**config.mk**
```make
export PLATFORM = sky130hd
export DESIGN_NAME = rtb_timer
export DESIGN_NICKNAME = d
export VERILOG_FILES = /design/src/common/rtb_pkg.sv /design/src/rtl/rtb_timer.sv /design/src/rtl/rtb_prescaler.sv /design/src/rtl/rtb_counter.sv
export SDC_FILE = /design/constraint.sdc
export NUM_CORES = 1
export LEC_CHECK = 0
export BUFFER_PORTS_ARGS = -buffer_cell sky130_fd_sc_hd__buf_2
export CORE_MARGIN = 8
export CORE_UTILIZATION = 35
export CTS_BUF_LIST = sky130_fd_sc_hd__clkbuf_8
export DETAILED_ROUTE_END_ITERATION = 10
export PLACE_DENSITY_LB_ADDON = 0.15
export SLEW_MARGIN = 0
export SYNTH_ARGS = -nofsm -noshare
export SYNTH_HDL_FRONTEND = slang
export SYNTH_HIERARCHICAL = 1
export SYNTH_SLANG_ARGS = --single-unit
```
**constraint.sdc**
```tcl
create_clock -name sys_clk -period 2.6 [get_ports sys_clk]
set_input_delay 0.13 -clock sys_clk [delete_from_list [all_inputs] [get_ports sys_clk]]
set_output_delay 0.13 -clock sys_clk [all_outputs]
set_load 0.05 [all_outputs]
```
**src/common/rtb_pkg.sv**
```systemverilog
/*
 * Constants for the reload timer with baud select: register offsets,
 * control field positions, reset values and widths.
 * Assumes an 8-bit special-function-register port with byte offsets.
 */
package rtb_pkg;
    localparam int          ADDR_W        = 8;
    localparam int          DATA_W        = 8;
    localparam int          COUNT_W       = 16;
    localparam int          PRESC_W       = 3;
    localparam int          DIV_W         = 7;
    // Register offsets
    localparam logic [7:0]  OFF_CTRL      = 8'hC4;
    localparam logic [7:0]  OFF_RELOAD_LO = 8'hC5;
    localparam logic [7:0]  OFF_RELOAD_HI = 8'hC6;
    localparam logic [7:0]  OFF_INT_STAT  = 8'hC8;
    localparam logic [7:0]  OFF_INT_MASK  = 8'hC9;
    localparam logic [7:0]  OFF_COUNT_LO  = 8'hCA;
    localparam logic [7:0]  OFF_COUNT_HI  = 8'hCB;
    // Control field positions
    localparam int          BIT_BAUD_DBL  = 7;
    localparam int          BIT_ERR_SEL   = 6;
    localparam int          BIT_BAUD_SRC  = 5;
    localparam int          BIT_OVF       = 4;
    localparam int          BIT_RUN       = 3;
    localparam int          PRESC_LSB     = 0;
    // Interrupt status bits
    localparam int          IST_OVF       = 0;
    localparam int          IST_WR_RUN    = 1;
    localparam int          IST_W         = 2;
    // Reset values and counting constants
    localparam logic [7:0]  RST_BYTE      = 8'h00;
    localparam logic [1:0]  RST_IST       = 2'h0;
    localparam logic [15:0] COUNT_MAX     = 16'hFFFF;
    localparam logic [15:0] COUNT_ONE     = 16'h0001;
    localparam logic [6:0]  DIV_ONE       = 7'h01;
    localparam logic [6:0]  DIV_ZERO      = 7'h00;
endpackage : rtb_pkg

```
**src/rtl/rtb_timer.sv**
```systemverilog
/*
 * Reload timer with baud select: 16-bit auto-reload timer with a
 * power-of-two prescaler, overflow flag and interrupt, plus serial-port
 * option bits that share the control register.
 * Assumes a single-cycle register port and a CPU that pulses isrAck when
 * it vectors to this timer's service routine.
 */
// Decided for this implementation: the address-and-strobe port.
//
// Behaviour
// - Overflow sets control bit 4 flag
// - Entering service routine clears overflow flag
// - Software may set or clear overflow flag
// - Run bit 3 halts or runs timer
// - Prescaler bits 2:0 divide by 2**code
// - Reload low byte holds bits 7:0
// - Reload high byte holds bits 15:8
// - Bit 5 picks port 0 baud source
// - Bit 7 doubles port 1 mode 2 baud
// - Bit 6 picks port 1 bit-7 access
`timescale 1ns/1ps
`default_nettype none
module rtb_timer #(
    parameter int COUNT_W = rtb_pkg::COUNT_W,
    parameter int PRESC_W = rtb_pkg::PRESC_W
) (
    // Clock and reset
    input  wire logic                       sys_clk,
    input  wire logic                       rstn,
    // Register port
    input  wire logic [rtb_pkg::ADDR_W-1:0] regAddr,
    input  wire logic [rtb_pkg::DATA_W-1:0] regWdata,
    input  wire logic                       regWrite,
    input  wire logic                       regRead,
    output logic      [rtb_pkg::DATA_W-1:0] regRdata,
    // CPU interrupt vectoring
    input  wire logic                       isrAck,
    // Timer state
    output logic                            overflowTick,
    output logic                            irq,
    // Serial-port option bits
    output logic                            port0BaudSourceSelect,
    output logic                            port1BaudDouble,
    output logic                            port1ErrorAccessSelect
);
    // Refused at elaboration: the reload bytes and control fields fix these sizes
    if (COUNT_W != 2 * rtb_pkg::DATA_W) begin : g_bad_count_w
        $error("rtb_timer: COUNT_W must be two bytes");
    end
    if (PRESC_W != rtb_pkg::PRESC_W) begin : g_bad_presc_w
        $error("rtb_timer: PRESC_W fixed by control layout");
    end

    ////////////////////////////////////////////////////////////////////////
    // Register storage
    logic [rtb_pkg::DATA_W-1:0] timerCtrl;
    logic [rtb_pkg::DATA_W-1:0] reloadLowByte;
    logic [rtb_pkg::DATA_W-1:0] reloadHighByte;
    logic [rtb_pkg::IST_W-1:0]  intStatus;
    logic [rtb_pkg::IST_W-1:0]  intMask;
    logic [COUNT_W-1:0]         count;
    logic                       overflow;
    logic                       tick;
    logic                       runControl;
    logic [PRESC_W-1:0]         prescaleSelect;
    logic                       wrCtrl;
    logic                       wrReloadLo;
    logic                       wrReloadHi;
    logic                       wrReloadLive;
    logic [rtb_pkg::DATA_W-1:0] next_regRdata;
    logic [rtb_pkg::IST_W-1:0]  eventSet;

    assign runControl     = timerCtrl[rtb_pkg::BIT_RUN];
    assign prescaleSelect = timerCtrl[rtb_pkg::PRESC_LSB +: PRESC_W];
    assign wrCtrl         = regWrite && (regAddr == rtb_pkg::OFF_CTRL);
    assign wrReloadLo     = regWrite && (regAddr == rtb_pkg::OFF_RELOAD_LO);
    assign wrReloadHi     = regWrite && (regAddr == rtb_pkg::OFF_RELOAD_HI);
    // A reload write while running is unpredictable; flag it for software
    assign wrReloadLive   = (wrReloadLo || wrReloadHi) && runControl;

    ////////////////////////////////////////////////////////////////////////
    // Prescaler and counter
    rtb_prescaler #(
        .SEL_W (PRESC_W),
        .DIV_W (rtb_pkg::DIV_W)
    ) uPrescaler (
        .sys_clk (sys_clk),
        .rstn    (rstn),
        .enable  (runControl),
        .select  (prescaleSelect),
        .tick    (tick)
    );

    rtb_counter #(
        .WIDTH (COUNT_W)
    ) uCounter (
        .sys_clk     (sys_clk),
        .rstn        (rstn),
        .step        (tick),
        .reloadValue ({reloadHighByte, reloadLowByte}),
        .count       (count),
        .overflow    (overflow)
    );

    ////////////////////////////////////////////////////////////////////////
    // Control register
    always_ff @(posedge sys_clk or negedge rstn) begin
        if (!rstn) begin
            timerCtrl <= rtb_pkg::RST_BYTE;
        end else begin
            if (wrCtrl) begin
                timerCtrl <= regWdata;
            end
            // Hardware set wins over both software clear and ISR clear
            if (overflow) begin
                timerCtrl[rtb_pkg::BIT_OVF] <= 1'b1;
            end else if (isrAck) begin
                timerCtrl[rtb_pkg::BIT_OVF] <= 1'b0;
            end else if (wrCtrl) begin
                timerCtrl[rtb_pkg::BIT_OVF] <= regWdata[rtb_pkg::BIT_OVF];
            end
        end
    end

    // Reload bytes; writes while running are still stored
    always_ff @(posedge sys_clk or negedge rstn) begin
        if (!rstn) begin
            reloadLowByte  <= rtb_pkg::RST_BYTE;
            reloadHighByte <= rtb_pkg::RST_BYTE;
        end else begin
            if (wrReloadLo) begin
                reloadLowByte <= regWdata;
            end
            if (wrReloadHi) begin
                reloadHighByte <= regWdata;
            end
        end
    end

    ////////////////////////////////////////////////////////////////////////
    // Interrupt status and mask
    always_comb begin
        eventSet = rtb_pkg::RST_IST;
        eventSet[rtb_pkg::IST_OVF]    = overflow;
        eventSet[rtb_pkg::IST_WR_RUN] = wrReloadLive;
    end

    always_ff @(posedge sys_clk or negedge rstn) begin
        if (!rstn) begin
            intStatus <= rtb_pkg::RST_IST;
        end else if (regWrite && (regAddr == rtb_pkg::OFF_INT_STAT)) begin
            intStatus <= (intStatus & ~regWdata[rtb_pkg::IST_W-1:0]) | eventSet;
        end else begin
            intStatus <= intStatus | eventSet;
        end
    end

    always_ff @(posedge sys_clk or negedge rstn) begin
        if (!rstn) begin
            intMask <= rtb_pkg::RST_IST;
        end else if (regWrite && (regAddr == rtb_pkg::OFF_INT_MASK)) begin
            intMask <= regWdata[rtb_pkg::IST_W-1:0];
        end
    end

    ////////////////////////////////////////////////////////////////////////
    // Read path
    always_comb begin
        next_regRdata = rtb_pkg::RST_BYTE;
        case (regAddr)
            rtb_pkg::OFF_CTRL:      next_regRdata = timerCtrl;
            rtb_pkg::OFF_RELOAD_LO: next_regRdata = reloadLowByte;
            rtb_pkg::OFF_RELOAD_HI: next_regRdata = reloadHighByte;
            rtb_pkg::OFF_INT_STAT:  next_regRdata = {{(rtb_pkg::DATA_W-rtb_pkg::IST_W){1'b0}},
                                                     intStatus};
            rtb_pkg::OFF_INT_MASK:  next_regRdata = {{(rtb_pkg::DATA_W-rtb_pkg::IST_W){1'b0}},
                                                     intMask};
            rtb_pkg::OFF_COUNT_LO:  next_regRdata = count[rtb_pkg::DATA_W-1:0];
            rtb_pkg::OFF_COUNT_HI:  next_regRdata = count[COUNT_W-1:rtb_pkg::DATA_W];
            default:                next_regRdata = rtb_pkg::RST_BYTE;
        endcase
    end

    // Data shows only in the cycle after a read strobe
    always_ff @(posedge sys_clk or negedge rstn) begin
        if (!rstn) begin
            regRdata <= rtb_pkg::RST_BYTE;
        end else if (regRead) begin
            regRdata <= next_regRdata;
        end else begin
            regRdata <= rtb_pkg::RST_BYTE;
        end
    end

    ////////////////////////////////////////////////////////////////////////
    // Registered outputs
    always_ff @(posedge sys_clk or negedge rstn) begin
        if (!rstn) begin
            overflowTick <= 1'b0;
            irq          <= 1'b0;
        end else begin
            overflowTick <= overflow;
            irq          <= |(intStatus & intMask);
        end
    end

    // Serial-port option bits mirror the control register one clock later
    always_ff @(posedge sys_clk or negedge rstn) begin
        if (!rstn) begin
            port0BaudSourceSelect  <= 1'b0;
            port1BaudDouble        <= 1'b0;
            port1ErrorAccessSelect <= 1'b0;
        end else begin
            port0BaudSourceSelect  <= timerCtrl[rtb_pkg::BIT_BAUD_SRC];
            port1BaudDouble        <= timerCtrl[rtb_pkg::BIT_BAUD_DBL];
            port1ErrorAccessSelect <= timerCtrl[rtb_pkg::BIT_ERR_SEL];
        end
    end

    ////////////////////////////////////////////////////////////////////////
    // Checks
    a_overflow_sets_flag: assert property (@(posedge sys_clk) disable iff (!rstn)
        overflow |=> timerCtrl[rtb_pkg::BIT_OVF])
        else $error("overflow did not set flag");

    a_isr_clears_flag: assert property (@(posedge sys_clk) disable iff (!rstn)
        (isrAck && !overflow) |=> !timerCtrl[rtb_pkg::BIT_OVF])
        else $error("isr did not clear flag");

    a_sw_writes_flag: assert property (@(posedge sys_clk) disable iff (!rstn)
        (wrCtrl && !overflow && !isrAck)
        |=> timerCtrl[rtb_pkg::BIT_OVF] == $past(regWdata[rtb_pkg::BIT_OVF]))
        else $error("software flag write lost");

    a_halt_holds_count: assert property (@(posedge sys_clk) disable iff (!rstn)
        !runControl |=> count == $past(count))
        else $error("count moved while halted");

    // A control write in the tick's cycle or the next one may stop or re-code the divider
    a_prescale_full_div: assert property (@(posedge sys_clk) disable iff (!rstn)
        (tick && !wrCtrl && prescaleSelect == PRESC_W'(1)) ##1 !wrCtrl
        |-> !tick ##1 tick)
        else $error("divide by two wrong");

    a_code0_every_clk: assert property (@(posedge sys_clk) disable iff (!rstn)
        (runControl && prescaleSelect == '0) |-> tick)
        else $error("code zero did not tick every clock");

    a_halt_no_tick: assert property (@(posedge sys_clk) disable iff (!rstn)
        !runControl |-> !tick)
        else $error("tick while halted");

    a_reload_on_ovf: assert property (@(posedge sys_clk) disable iff (!rstn)
        overflow |=> count == $past({reloadHighByte, reloadLowByte}))
        else $error("reload not applied");

    a_count_steps_up: assert property (@(posedge sys_clk) disable iff (!rstn)
        (tick && !overflow) |=> count == $past(count) + rtb_pkg::COUNT_ONE)
        else $error("count did not step");

    a_reload_lo_write: assert property (@(posedge sys_clk) disable iff (!rstn)
        wrReloadLo |=> reloadLowByte == $past(regWdata))
        else $error("reload low write lost");

    a_reload_hi_write: assert property (@(posedge sys_clk) disable iff (!rstn)
        wrReloadHi |=> reloadHighByte == $past(regWdata))
        else $error("reload high write lost");

    a_baud_bits_follow: assert property (@(posedge sys_clk) disable iff (!rstn)
        wrCtrl |=> ##1 (port0BaudSourceSelect == $past(regWdata[rtb_pkg::BIT_BAUD_SRC], 2))
        && (port1BaudDouble == $past(regWdata[rtb_pkg::BIT_BAUD_DBL], 2))
        && (port1ErrorAccessSelect == $past(regWdata[rtb_pkg::BIT_ERR_SEL], 2)))
        else $error("serial option bits wrong");

    a_live_write_flags: assert property (@(posedge sys_clk) disable iff (!rstn)
        wrReloadLive |=> intStatus[rtb_pkg::IST_WR_RUN])
        else $error("live reload write not flagged");

    a_ovf_sets_status: assert property (@(posedge sys_clk) disable iff (!rstn)
        overflow |=> intStatus[rtb_pkg::IST_OVF])
        else $error("overflow status not set");

    a_ovf_pulse_out: assert property (@(posedge sys_clk) disable iff (!rstn)
        1'b1 |=> overflowTick == $past(overflow))
        else $error("overflow pulse wrong");

    // Interrupt lags the status by one clock so that it leaves a flip-flop
    a_irq_follows: assert property (@(posedge sys_clk) disable iff (!rstn)
        1'b1 |=> irq == |($past(intStatus) & $past(intMask)))
        else $error("interrupt does not follow masked status");

    a_rdata_idle_zero: assert property (@(posedge sys_clk) disable iff (!rstn)
        !regRead |=> regRdata == rtb_pkg::RST_BYTE)
        else $error("read data shown without a read");
endmodule : rtb_timer
`default_nettype wire

```
**src/rtl/rtb_prescaler.sv**
```systemverilog
/*
 * Power-of-two prescaler: a free-running divider that yields one tick
 * every 2**select clocks while enabled.
 * Assumes select is steady while running.
 */
`timescale 1ns/1ps
`default_nettype none
module rtb_prescaler #(
    parameter int SEL_W = rtb_pkg::PRESC_W,
    parameter int DIV_W = rtb_pkg::DIV_W
) (
    // Clock and reset
    input  wire logic             sys_clk,
    input  wire logic             rstn,
    // Control
    input  wire logic             enable,
    input  wire logic [SEL_W-1:0] select,
    // Output
    output logic                  tick
);
    // Refused at elaboration: the divider must reach exactly the largest division
    if (DIV_W != (1 << SEL_W) - 1) begin : g_bad_div_w
        $error("rtb_prescaler: DIV_W must be 2**SEL_W-1");
    end

    logic [DIV_W-1:0] divCount;
    logic [DIV_W-1:0] divMask;

    // Mask of low bits that must all be one before a tick is due
    assign divMask = DIV_W'((DIV_W'(1) << select) - DIV_W'(1));
    assign tick    = enable && ((divCount & divMask) == divMask);

    always_ff @(posedge sys_clk or negedge rstn) begin
        if (!rstn) begin
            divCount <= DIV_W'(rtb_pkg::DIV_ZERO);
        end else if (!enable) begin
            divCount <= DIV_W'(rtb_pkg::DIV_ZERO);
        end else begin
            divCount <= divCount + DIV_W'(rtb_pkg::DIV_ONE);
        end
    end
endmodule : rtb_prescaler
`default_nettype wire

```
**src/rtl/rtb_counter.sv**
```systemverilog
/*
 * Up counter with reload on overflow.
 * Assumes reloadValue is held steady while counting.
 */
`timescale 1ns/1ps
`default_nettype none
module rtb_counter #(
    parameter int WIDTH = rtb_pkg::COUNT_W
) (
    // Clock and reset
    input  wire logic             sys_clk,
    input  wire logic             rstn,
    // Control
    input  wire logic             step,
    input  wire logic [WIDTH-1:0] reloadValue,
    // State
    output logic      [WIDTH-1:0] count,
    output logic                  overflow
);
    // Refused at elaboration: a one-bit counter cannot reload meaningfully
    if (WIDTH < 2) begin : g_bad_width
        $error("rtb_counter: WIDTH too small");
    end

    assign overflow = step && (count == {WIDTH{1'b1}});

    always_ff @(posedge sys_clk or negedge rstn) begin
        if (!rstn) begin
            count <= '0;
        end else if (overflow) begin
            count <= reloadValue;
        end else if (step) begin
            count <= count + WIDTH'(1);
        end
    end
endmodule : rtb_counter
`default_nettype wire

```
==> summary.txt, run 1 <==
Finish
  – # fillers: approximately 920
  – Post-route cell area: 0.00372 mm2
  – Area Growth Syn to Fin: 14.6%
  – Final #Nets: around 350
  – Final Non-Filler Cells: between 400 and 500
  – Layout cell share with drive strength beyond 1: between 20% and 30%
  – Most common cell after layout, fill and taps aside: dfrtp_1
  – Commonest non-fill, non-tap cells in the layout: 64 x dfrtp_1, 33 x buf_2, 19 x nand3_1, 17 x mux2_1, 13 x nand2_1
  – ANT cells: 0

Critical path
  – Critical Path RT: 2.82 ns
  – Crit path DAT: 2.64 ns
  – Largest fanout on the critical path: 17
  – WS Path Type: reg2reg
  – CP startpoint kind: flip-flop
  – Setup crit end kind: flip-flop

Timing
  – Fmax achieved: between 400 and 500 MHz
  – RSZ-0062 raised after global routing: no
  – Fin crit share: approximately 93%
  – Final WS setup: 0.186 ns
  – Worst-margin pin slew: ~0.7 ns
  – Minimum clock period after layout: roughly 2.4 ns
  – Setup-failing EPs final: 0
  – Setup TNS: 0 ns
  – Final Slew Violations: 0
  – Headroom to the max-slew limit: a little over half
  – Final Hold Fails: 0
  – Clock skew: 0.0118 ns

Place
  – Dpl cells: 424
  – IO Port Bufs: 33
  – Setup WS pre-CTS: between 0.2 and 0.25 ns
  – Gpl congestion: 0.790
  – Placed inst area: about 0.0035 mm2
  – DP HPWL: around 5900 um

Die
  – Die ar.: about 0.013 mm2
  – Standard-cell rows: 35
  – Initial core utilization: a little over a third
  – Die height: between 100 and 150 um
  – Io pins: 34
  – Die X: 112 um
  – CORE AREA: between 0.009 and 0.01 mm2

Logic synthesis
  – Netlist cell types: 67
  – Cells after Synth: ~290
  – Area share of the largest cell type after synthesis: roughly half
  – Synth area leader: dfrtp_1
  – Ys async rst share: 100%
  – Synthesized Nets: 310
  – Mapped Area: 0.00325 mm2
  – Post-synthesis register bit count: 64
  – Syn_area_per_cell: ~11 um2
  – Sequential area share after synthesis: 49.3%
  – Post-synth EDFFs: 0
  – Top cells by area, synth: dfrtp_1 49%, mux2_1 5.9%, mux2_4 3.7%
  – Ys Warns: 6
  – Synth Flop Type: dfrtp_1

Clock network
  – Clk slew on worst S/H paths: roughly 0.07 ns
  – Post-CTS Resized: 0
  – CTS tree: yes
  – Clock Tree Buf Depth: 2
  – Worst-skew pair later-pin latency: approximately 0.34 ns
  – Total CTS buffers: 9
  – # H-tree levels: 3
  – Hold_buf cts: 1
  – Setup Buffers After CTS: 0
  – Total clock sinks: between 60 and 70
  – Root buf cell: clkbuf_8

Pwr
  – VDD IR max: roughly 0.22 mV
  – PwrDens: 562 mW/mm2
  – Pwr Total: around 2100 uW
  – Lkg Pwr: approximately 0.0017 uW

Routing
  – Via density: about 5.7
  – Met1 wire length: just under 4000 um
  – Top routing layer in use: met4
  – DRC viols: 0
  – DR vias: 2497
  – 1st-iter DRT viols: about 110
  – Met2 Wirelength: 4050 um
  – WL per Instance: 19.1 um
  – Drt pass-1 iters: 4
  – DR WL met3: ~410 um
  – Drt total wl: ~8400 um
  – Final ANT Viol Nets: 0

GRT
  – Pin count of the biggest net entering global routing: 36
  – Total track usage: between 10% and 20%
  – Initial antenna violation count: 0
  – First-pass GRT wire length: between 10000 and 15000 um
  – Gr ovfl total: 0
  – Vias in the first global route: between 2000 and 3000

Run
  – Number of max-cap violations: 0

Outcome
  – Outcome: finished, final reports clean

Hold path
  – Hold WC Path Type: in2reg
-- critical path: stages, from the launching register on --
cell and delay [ns]:
dfrtp_1 0.43, inv_1 0.08, o21ai_0 0.09, a21o_1 0.19, a21oi_1 0.23, nand4_2 0.14, or4_4 0.66, and3_4 0.23
a221o_1 0.25
-- through the flow --
stage / util, % / hold slack [ns]
floorplan: - / -0.166
global placement: 38.7 / 0.210
detailed placement: 38.7 / 0.211
CTS: 40.9 / 0.0161
global route: 40.9 / 0.0199
finish: 40.9 / 0.0274
-- routing by layer --
layer  GRT usage, %  vias to the layer above
met3           4.03                        9
met2           22.6                       57
met5              0                        -
met1           17.5                     1254
li1               -                     1177
met4           4.41                        0
-- registers in the layout (all words and copies together), names as in the netlist --
| signal | cells |
|---|---|
| intMask | 2 |
| intStatus | 2 |
| irq | 1 |
| overflowTick | 1 |
| port0BaudSourceSelect | 1 |
| port1BaudDouble | 1 |
| port1ErrorAccessSelect | 1 |
| regRdata | 8 |
| reloadHighByte | 8 |
| reloadLowByte | 8 |
| timerCtrl | 8 |
| uCounter/count | 16 |
| uPrescaler/divCount | 7 |
-- cell usage after synthesis (3+ instances only) --
library cell,number
nor3_1,3
o21ai_1,5
a22oi_1,5
nor3b_1,5
clkbuf_1,5
xnor2_1,3
nand4_1,8
nand2_1,13
a32oi_1,3
a31oi_1,11
mux2_4,8
dfrtp_1,64
buf_6,4
o21ai_0,5
nand2b_1,3
and2_1,5
mux2_1,17
or2_0,3
a21oi_1,9
o22ai_1,5
and3_1,5
nand3_1,19
nor2b_1,3
inv_1,6
a21boi_0,3
buf_2,3
a22o_1,3
nor4_1,4
nor2_1,8
-- kinds of logic after synthesis --
group	Yosys count	synth area share [%]
multiplexers	26	9.94
AO/OA/AOI/OAI	71	15.5
AND/OR/NAND/NOR	99	19.7
XOR/XNOR	4	1.08
flip-flops	64	49.3
buffers and inverters	21	3.70
adder cells (fa/ha/maj)	2	0.770
-- path summary, 6_finish.rpt --
path / startpoint / end / slack, ns / cells after the start
setup / recovery: timerCtrl[1] / uCounter/count[1] / 0.19 / 8
min in group asynchronous: rstn / regRdata[0] / 0.36 / 2
hold / removal: regWdata[5] / timerCtrl[5] / 0.03 / 2
max in group asynchronous: rstn / uCounter/count[4] / 1.60 / 3
hold reg to reg: timerCtrl[7] / port1BaudDouble / 0.40 / 0
setup reg to reg: timerCtrl[1] / uCounter/count[1] / 0.19 / 8
-- layout make-up --
cell class / count / area, um2 / share of cell area, %
Clock buffer: 9 / 124 / 3.33
Timing Repair Buffer: 41 / 240 / 6.46
Multi-Input combinational cell: 202 / 1530 / 41.0
Sequential cell: 64 / 1600 / 43.0
Tap cell: 111 / 139 / 3.73
Clock inverter: 7 / 63.8 / 1.71
Inverter: 7 / 26.3 / 0.706
-- report_power, final --
group          switching (uW)  internal [uW]
Sequential               49.0           1030
Combinational             107           76.3
Clock                     390            434
Total                     546           1540
Note: power is estimated with default switching activity, not from simulation.
==> run 2: changes to the inputs <==
--- a/config.mk
+++ b/config.mk
@@ -7,7 +7,7 @@
 export LEC_CHECK = 0
 export BUFFER_PORTS_ARGS = -buffer_cell sky130_fd_sc_hd__buf_2
 export CORE_MARGIN = 8
-export CORE_UTILIZATION = 35
+export CORE_UTILIZATION = 61
 export CTS_BUF_LIST = sky130_fd_sc_hd__clkbuf_8
 export DETAILED_ROUTE_END_ITERATION = 10
 export PLACE_DENSITY_LB_ADDON = 0.15
==> summary.txt, run 2 (synthesized netlist as in run 1, its figures left out) <==
Die
  – Standard-cell rows: 26 (-26%)
  – Die height: 89.0 um (-21%)
  – Io pins: 34 (unchanged)
  – CORE AREA: 0.00514 mm2 (-44%)
  – Die ar.: 0.00792 mm2 (-37%)
  – Die X: 89.0 um (-21%)
  – Initial core utilization: 63.2% (+28 points)

Finish
  – # fillers: 400 (-57%)
  – Most common cell after layout, fill and taps aside: dfrtp_1
  – ANT cells: 0 (unchanged)
  – Area Growth Syn to Fin: 12.8%
  – Largest register FFs: 16 (unchanged)
  – Largest Register: uCounter/count
  – Final Non-Filler Cells: 399 (-9.5%)
  – Final #Nets: 347 (-0.29%)
  – Commonest non-fill, non-tap cells in the layout: 64 x dfrtp_1, 33 x buf_2, 19 x nand3_1, 17 x mux2_1, 13 x nand2_1
  – Post-route cell area: 0.00366 mm2 (-1.6%)
  – Final core utilization: 71.3% (+30 points)
  – Layout cell share with drive strength beyond 1: 22.8% (-0.23 points)

Place
  – IO Port Bufs: 33 (unchanged)
  – DP HPWL: 5320 um (-10%)
  – Gpl congestion: 0.964 (+22%)
  – Dpl cells: 382 (-9.9%)
  – Placed inst area: 0.00346 mm2 (-1.7%)

Clock network
  – Worst-skew pair later-pin latency: 0.34 ns (about the same)
  – Post-CTS Resized: 0 (unchanged)
  – # H-tree levels: 3 (unchanged)
  – Clk slew on worst S/H paths: 0.07 ns (about the same)
  – Total clock sinks: 64 (unchanged)
  – Clock Tree Buf Depth: 2 (unchanged)
  – Total CTS buffers: 9 (unchanged)
  – CTS tree: yes
  – Root buf cell: clkbuf_8

Critical path
  – CP max-delay cell: or4_4
  – CP bufs+invs: 2 (+1)
  – Setup crit end kind: flip-flop
  – Reg2reg path depth: 9 (+1)
  – Critical-path cell list: inv_1 -> o21ai_0 -> a21o_1 -> a21oi_1 -> nand4_2 -> or4_4 -> clkinv_1 -> a21oi_1 -> o22ai_1
  – CP startpoint kind: flip-flop
  – Reg-to-reg setup timing slack: 0.19 ns (about the same)
  – WS Path Type: reg2reg
  – Critical Path RT: 2.85 ns (+0.03 ns)
  – Crit path DAT: 2.67 ns (+0.03 ns)
  – FF-to-FF Start: timerCtrl[1]
  – Cell mode on critical path: a21oi_1
  – Delay-heaviest family, CP: simple AND/OR/NAND/NOR gates
  – Largest fanout on the critical path: 17 (unchanged)
  – Reg-to-Reg End: uCounter/count[3]
  – Max incr delay on CP: 0.66 ns (about the same)

Timing
  – Headroom to the max-slew limit: 51.0% (-3.0 points)
  – Fmax achieved: 414 MHz (about the same)
  – Minimum clock period after layout: 2.41 ns (-0.000317 ns)
  – RSZ-0062 raised after global routing: no
  – Final Hold Fails: 0 (unchanged)
  – Fin crit share: 92.8% (about the same)
  – Worst-margin pin slew: 0.735 ns (+0.0452 ns)
  – Setup TNS: 0 ns (unchanged)
  – Setup-failing EPs final: 0 (unchanged)
  – Clock skew: 0.00682 ns (-0.00495 ns)
  – Final Slew Violations: 0 (unchanged)

Routing
  – DRC viols: 0 (unchanged)
  – Via density: 6.48 (+14%)
  – WL per Instance: 19.8 um (+4.0%)
  – DR vias: 2584 (+3.5%)
  – 1st-iter DRT viols: 250 (+120%)
  – Drt total wl: 7910 um (-5.9%)
  – Drt pass-1 iters: 4 (unchanged)
  – Final ANT Viol Nets: 0 (unchanged)

Pwr
  – Seq pwr share: 52.0% (+0.2 points)
  – Internal: 1550 uW (about the same)
  – Pwr Total: 2080 uW (-0.32%)
  – VDD IR max: 0.626 mV (+180%)
  – Net Sw Frac: 25.8% (-0.30 points)
  – Lkg Pwr: 0.00169 uW (-0.32%)
  – P_sw: 538 uW (-1.5%)
  – PwrDens: 569 mW/mm2 (+1.3%)
  – Logic pwr share: 9.0% (+0.2 points)
  – Clk pwr share: 39.0% (-0.4 points)

Hold path
  – Hold path startpoint: regWdata[4]
  – WHS Endpoint: reloadHighByte[4]
  – Hold Path Stages: 2 (unchanged)
  – Hold WC Path Type: in2reg

Run
  – Number of max-cap violations: 0 (unchanged)

GRT
  – Initial antenna violation count: 0 (unchanged)
  – Gr ovfl total: 0 (unchanged)
  – First-pass GRT wire length: 12600 um (-8.3%)
  – Vias in the first global route: 2479 (-1.2%)
  – Total track usage: 21.3% (+7.4 points)
  – Pin count of the biggest net entering global routing: 34 (-5.6%)

Outcome
  – Outcome: finished, final reports clean
run 2: cell types whose count changed in the layout (fill, tap and decap cells not counted):
cell and change:
buf_4 -1
run 2: worst max-delay path by stage:
stage / from / cells past startpoint / endpoint / slack, ns
detailed placement: timerCtrl[1] / 9 / uCounter/count[3] / 0.24
global placement: timerCtrl[1] / 8 / uCounter/count[1] / 0.30
global route: timerCtrl[1] / 9 / uCounter/count[3] / 0.04
floorplan: timerCtrl[1] / 9 / uCounter/count[1] / 0.23
finish: timerCtrl[1] / 9 / uCounter/count[3] / 0.19
CTS: timerCtrl[1] / 9 / uCounter/count[3] / 0.21
run 2: final cells by class:
class	instances	area [um2]	share of cell area (%)
inverter	7	26.3	0.717
multi-input combinational	202	1530	41.7
timing repair buffer	40	233	6.35
clock inverter	7	63.8	1.74
sequential	64	1600	43.7
tap	70	87.6	2.39
clock buffer	9	124	3.38
run 2: per-layer routing:
| layer | track usage [%] | vias to the layer above | part of all wire [%] |
|---|---|---|---|
| met2 | 29.8 | 131 | 43 |
| met5 | 0 | - | 0 |
| met1 | 29.7 | 1260 | 45 |
| met3 | 4.69 | 26 | 8.1 |
| li1 | - | 1167 | - |
| met4 | 11.9 | 0 | 3.5 |
run 2: power by group through the flow:
| stage | Combinational [uW] | Clock [uW] | Sequential, uW |
|---|---|---|---|
| 2_1_floorplan | 103 | 0 | 1090 |
| 3_3_place_gp | 179 | 0 | 1100 |
| 3_5_place_dp | 184 | 0 | 1100 |
| 4_1_cts | 187 | 834 | 1080 |
| 5_1_grt | 205 | 880 | 1090 |
| 6_report | 188 | 814 | 1080 |
run 2: repair_timing:
item,CTS,global route
endpoints found under the hold margin,31,0
hold buffers,1,0
setup buffers,0,0
run 2: through the flow:
step / hold slack, ns / worst slack [ns]
3_3_place_gp: 0.221 / 0.300
5_1_grt: 0.0337 / 0.0368
3_5_place_dp: 0.234 / 0.238
4_1_cts: 0.0261 / 0.211
6_report: 0.0365 / 0.186
2_1_floorplan: -0.166 / 0.233
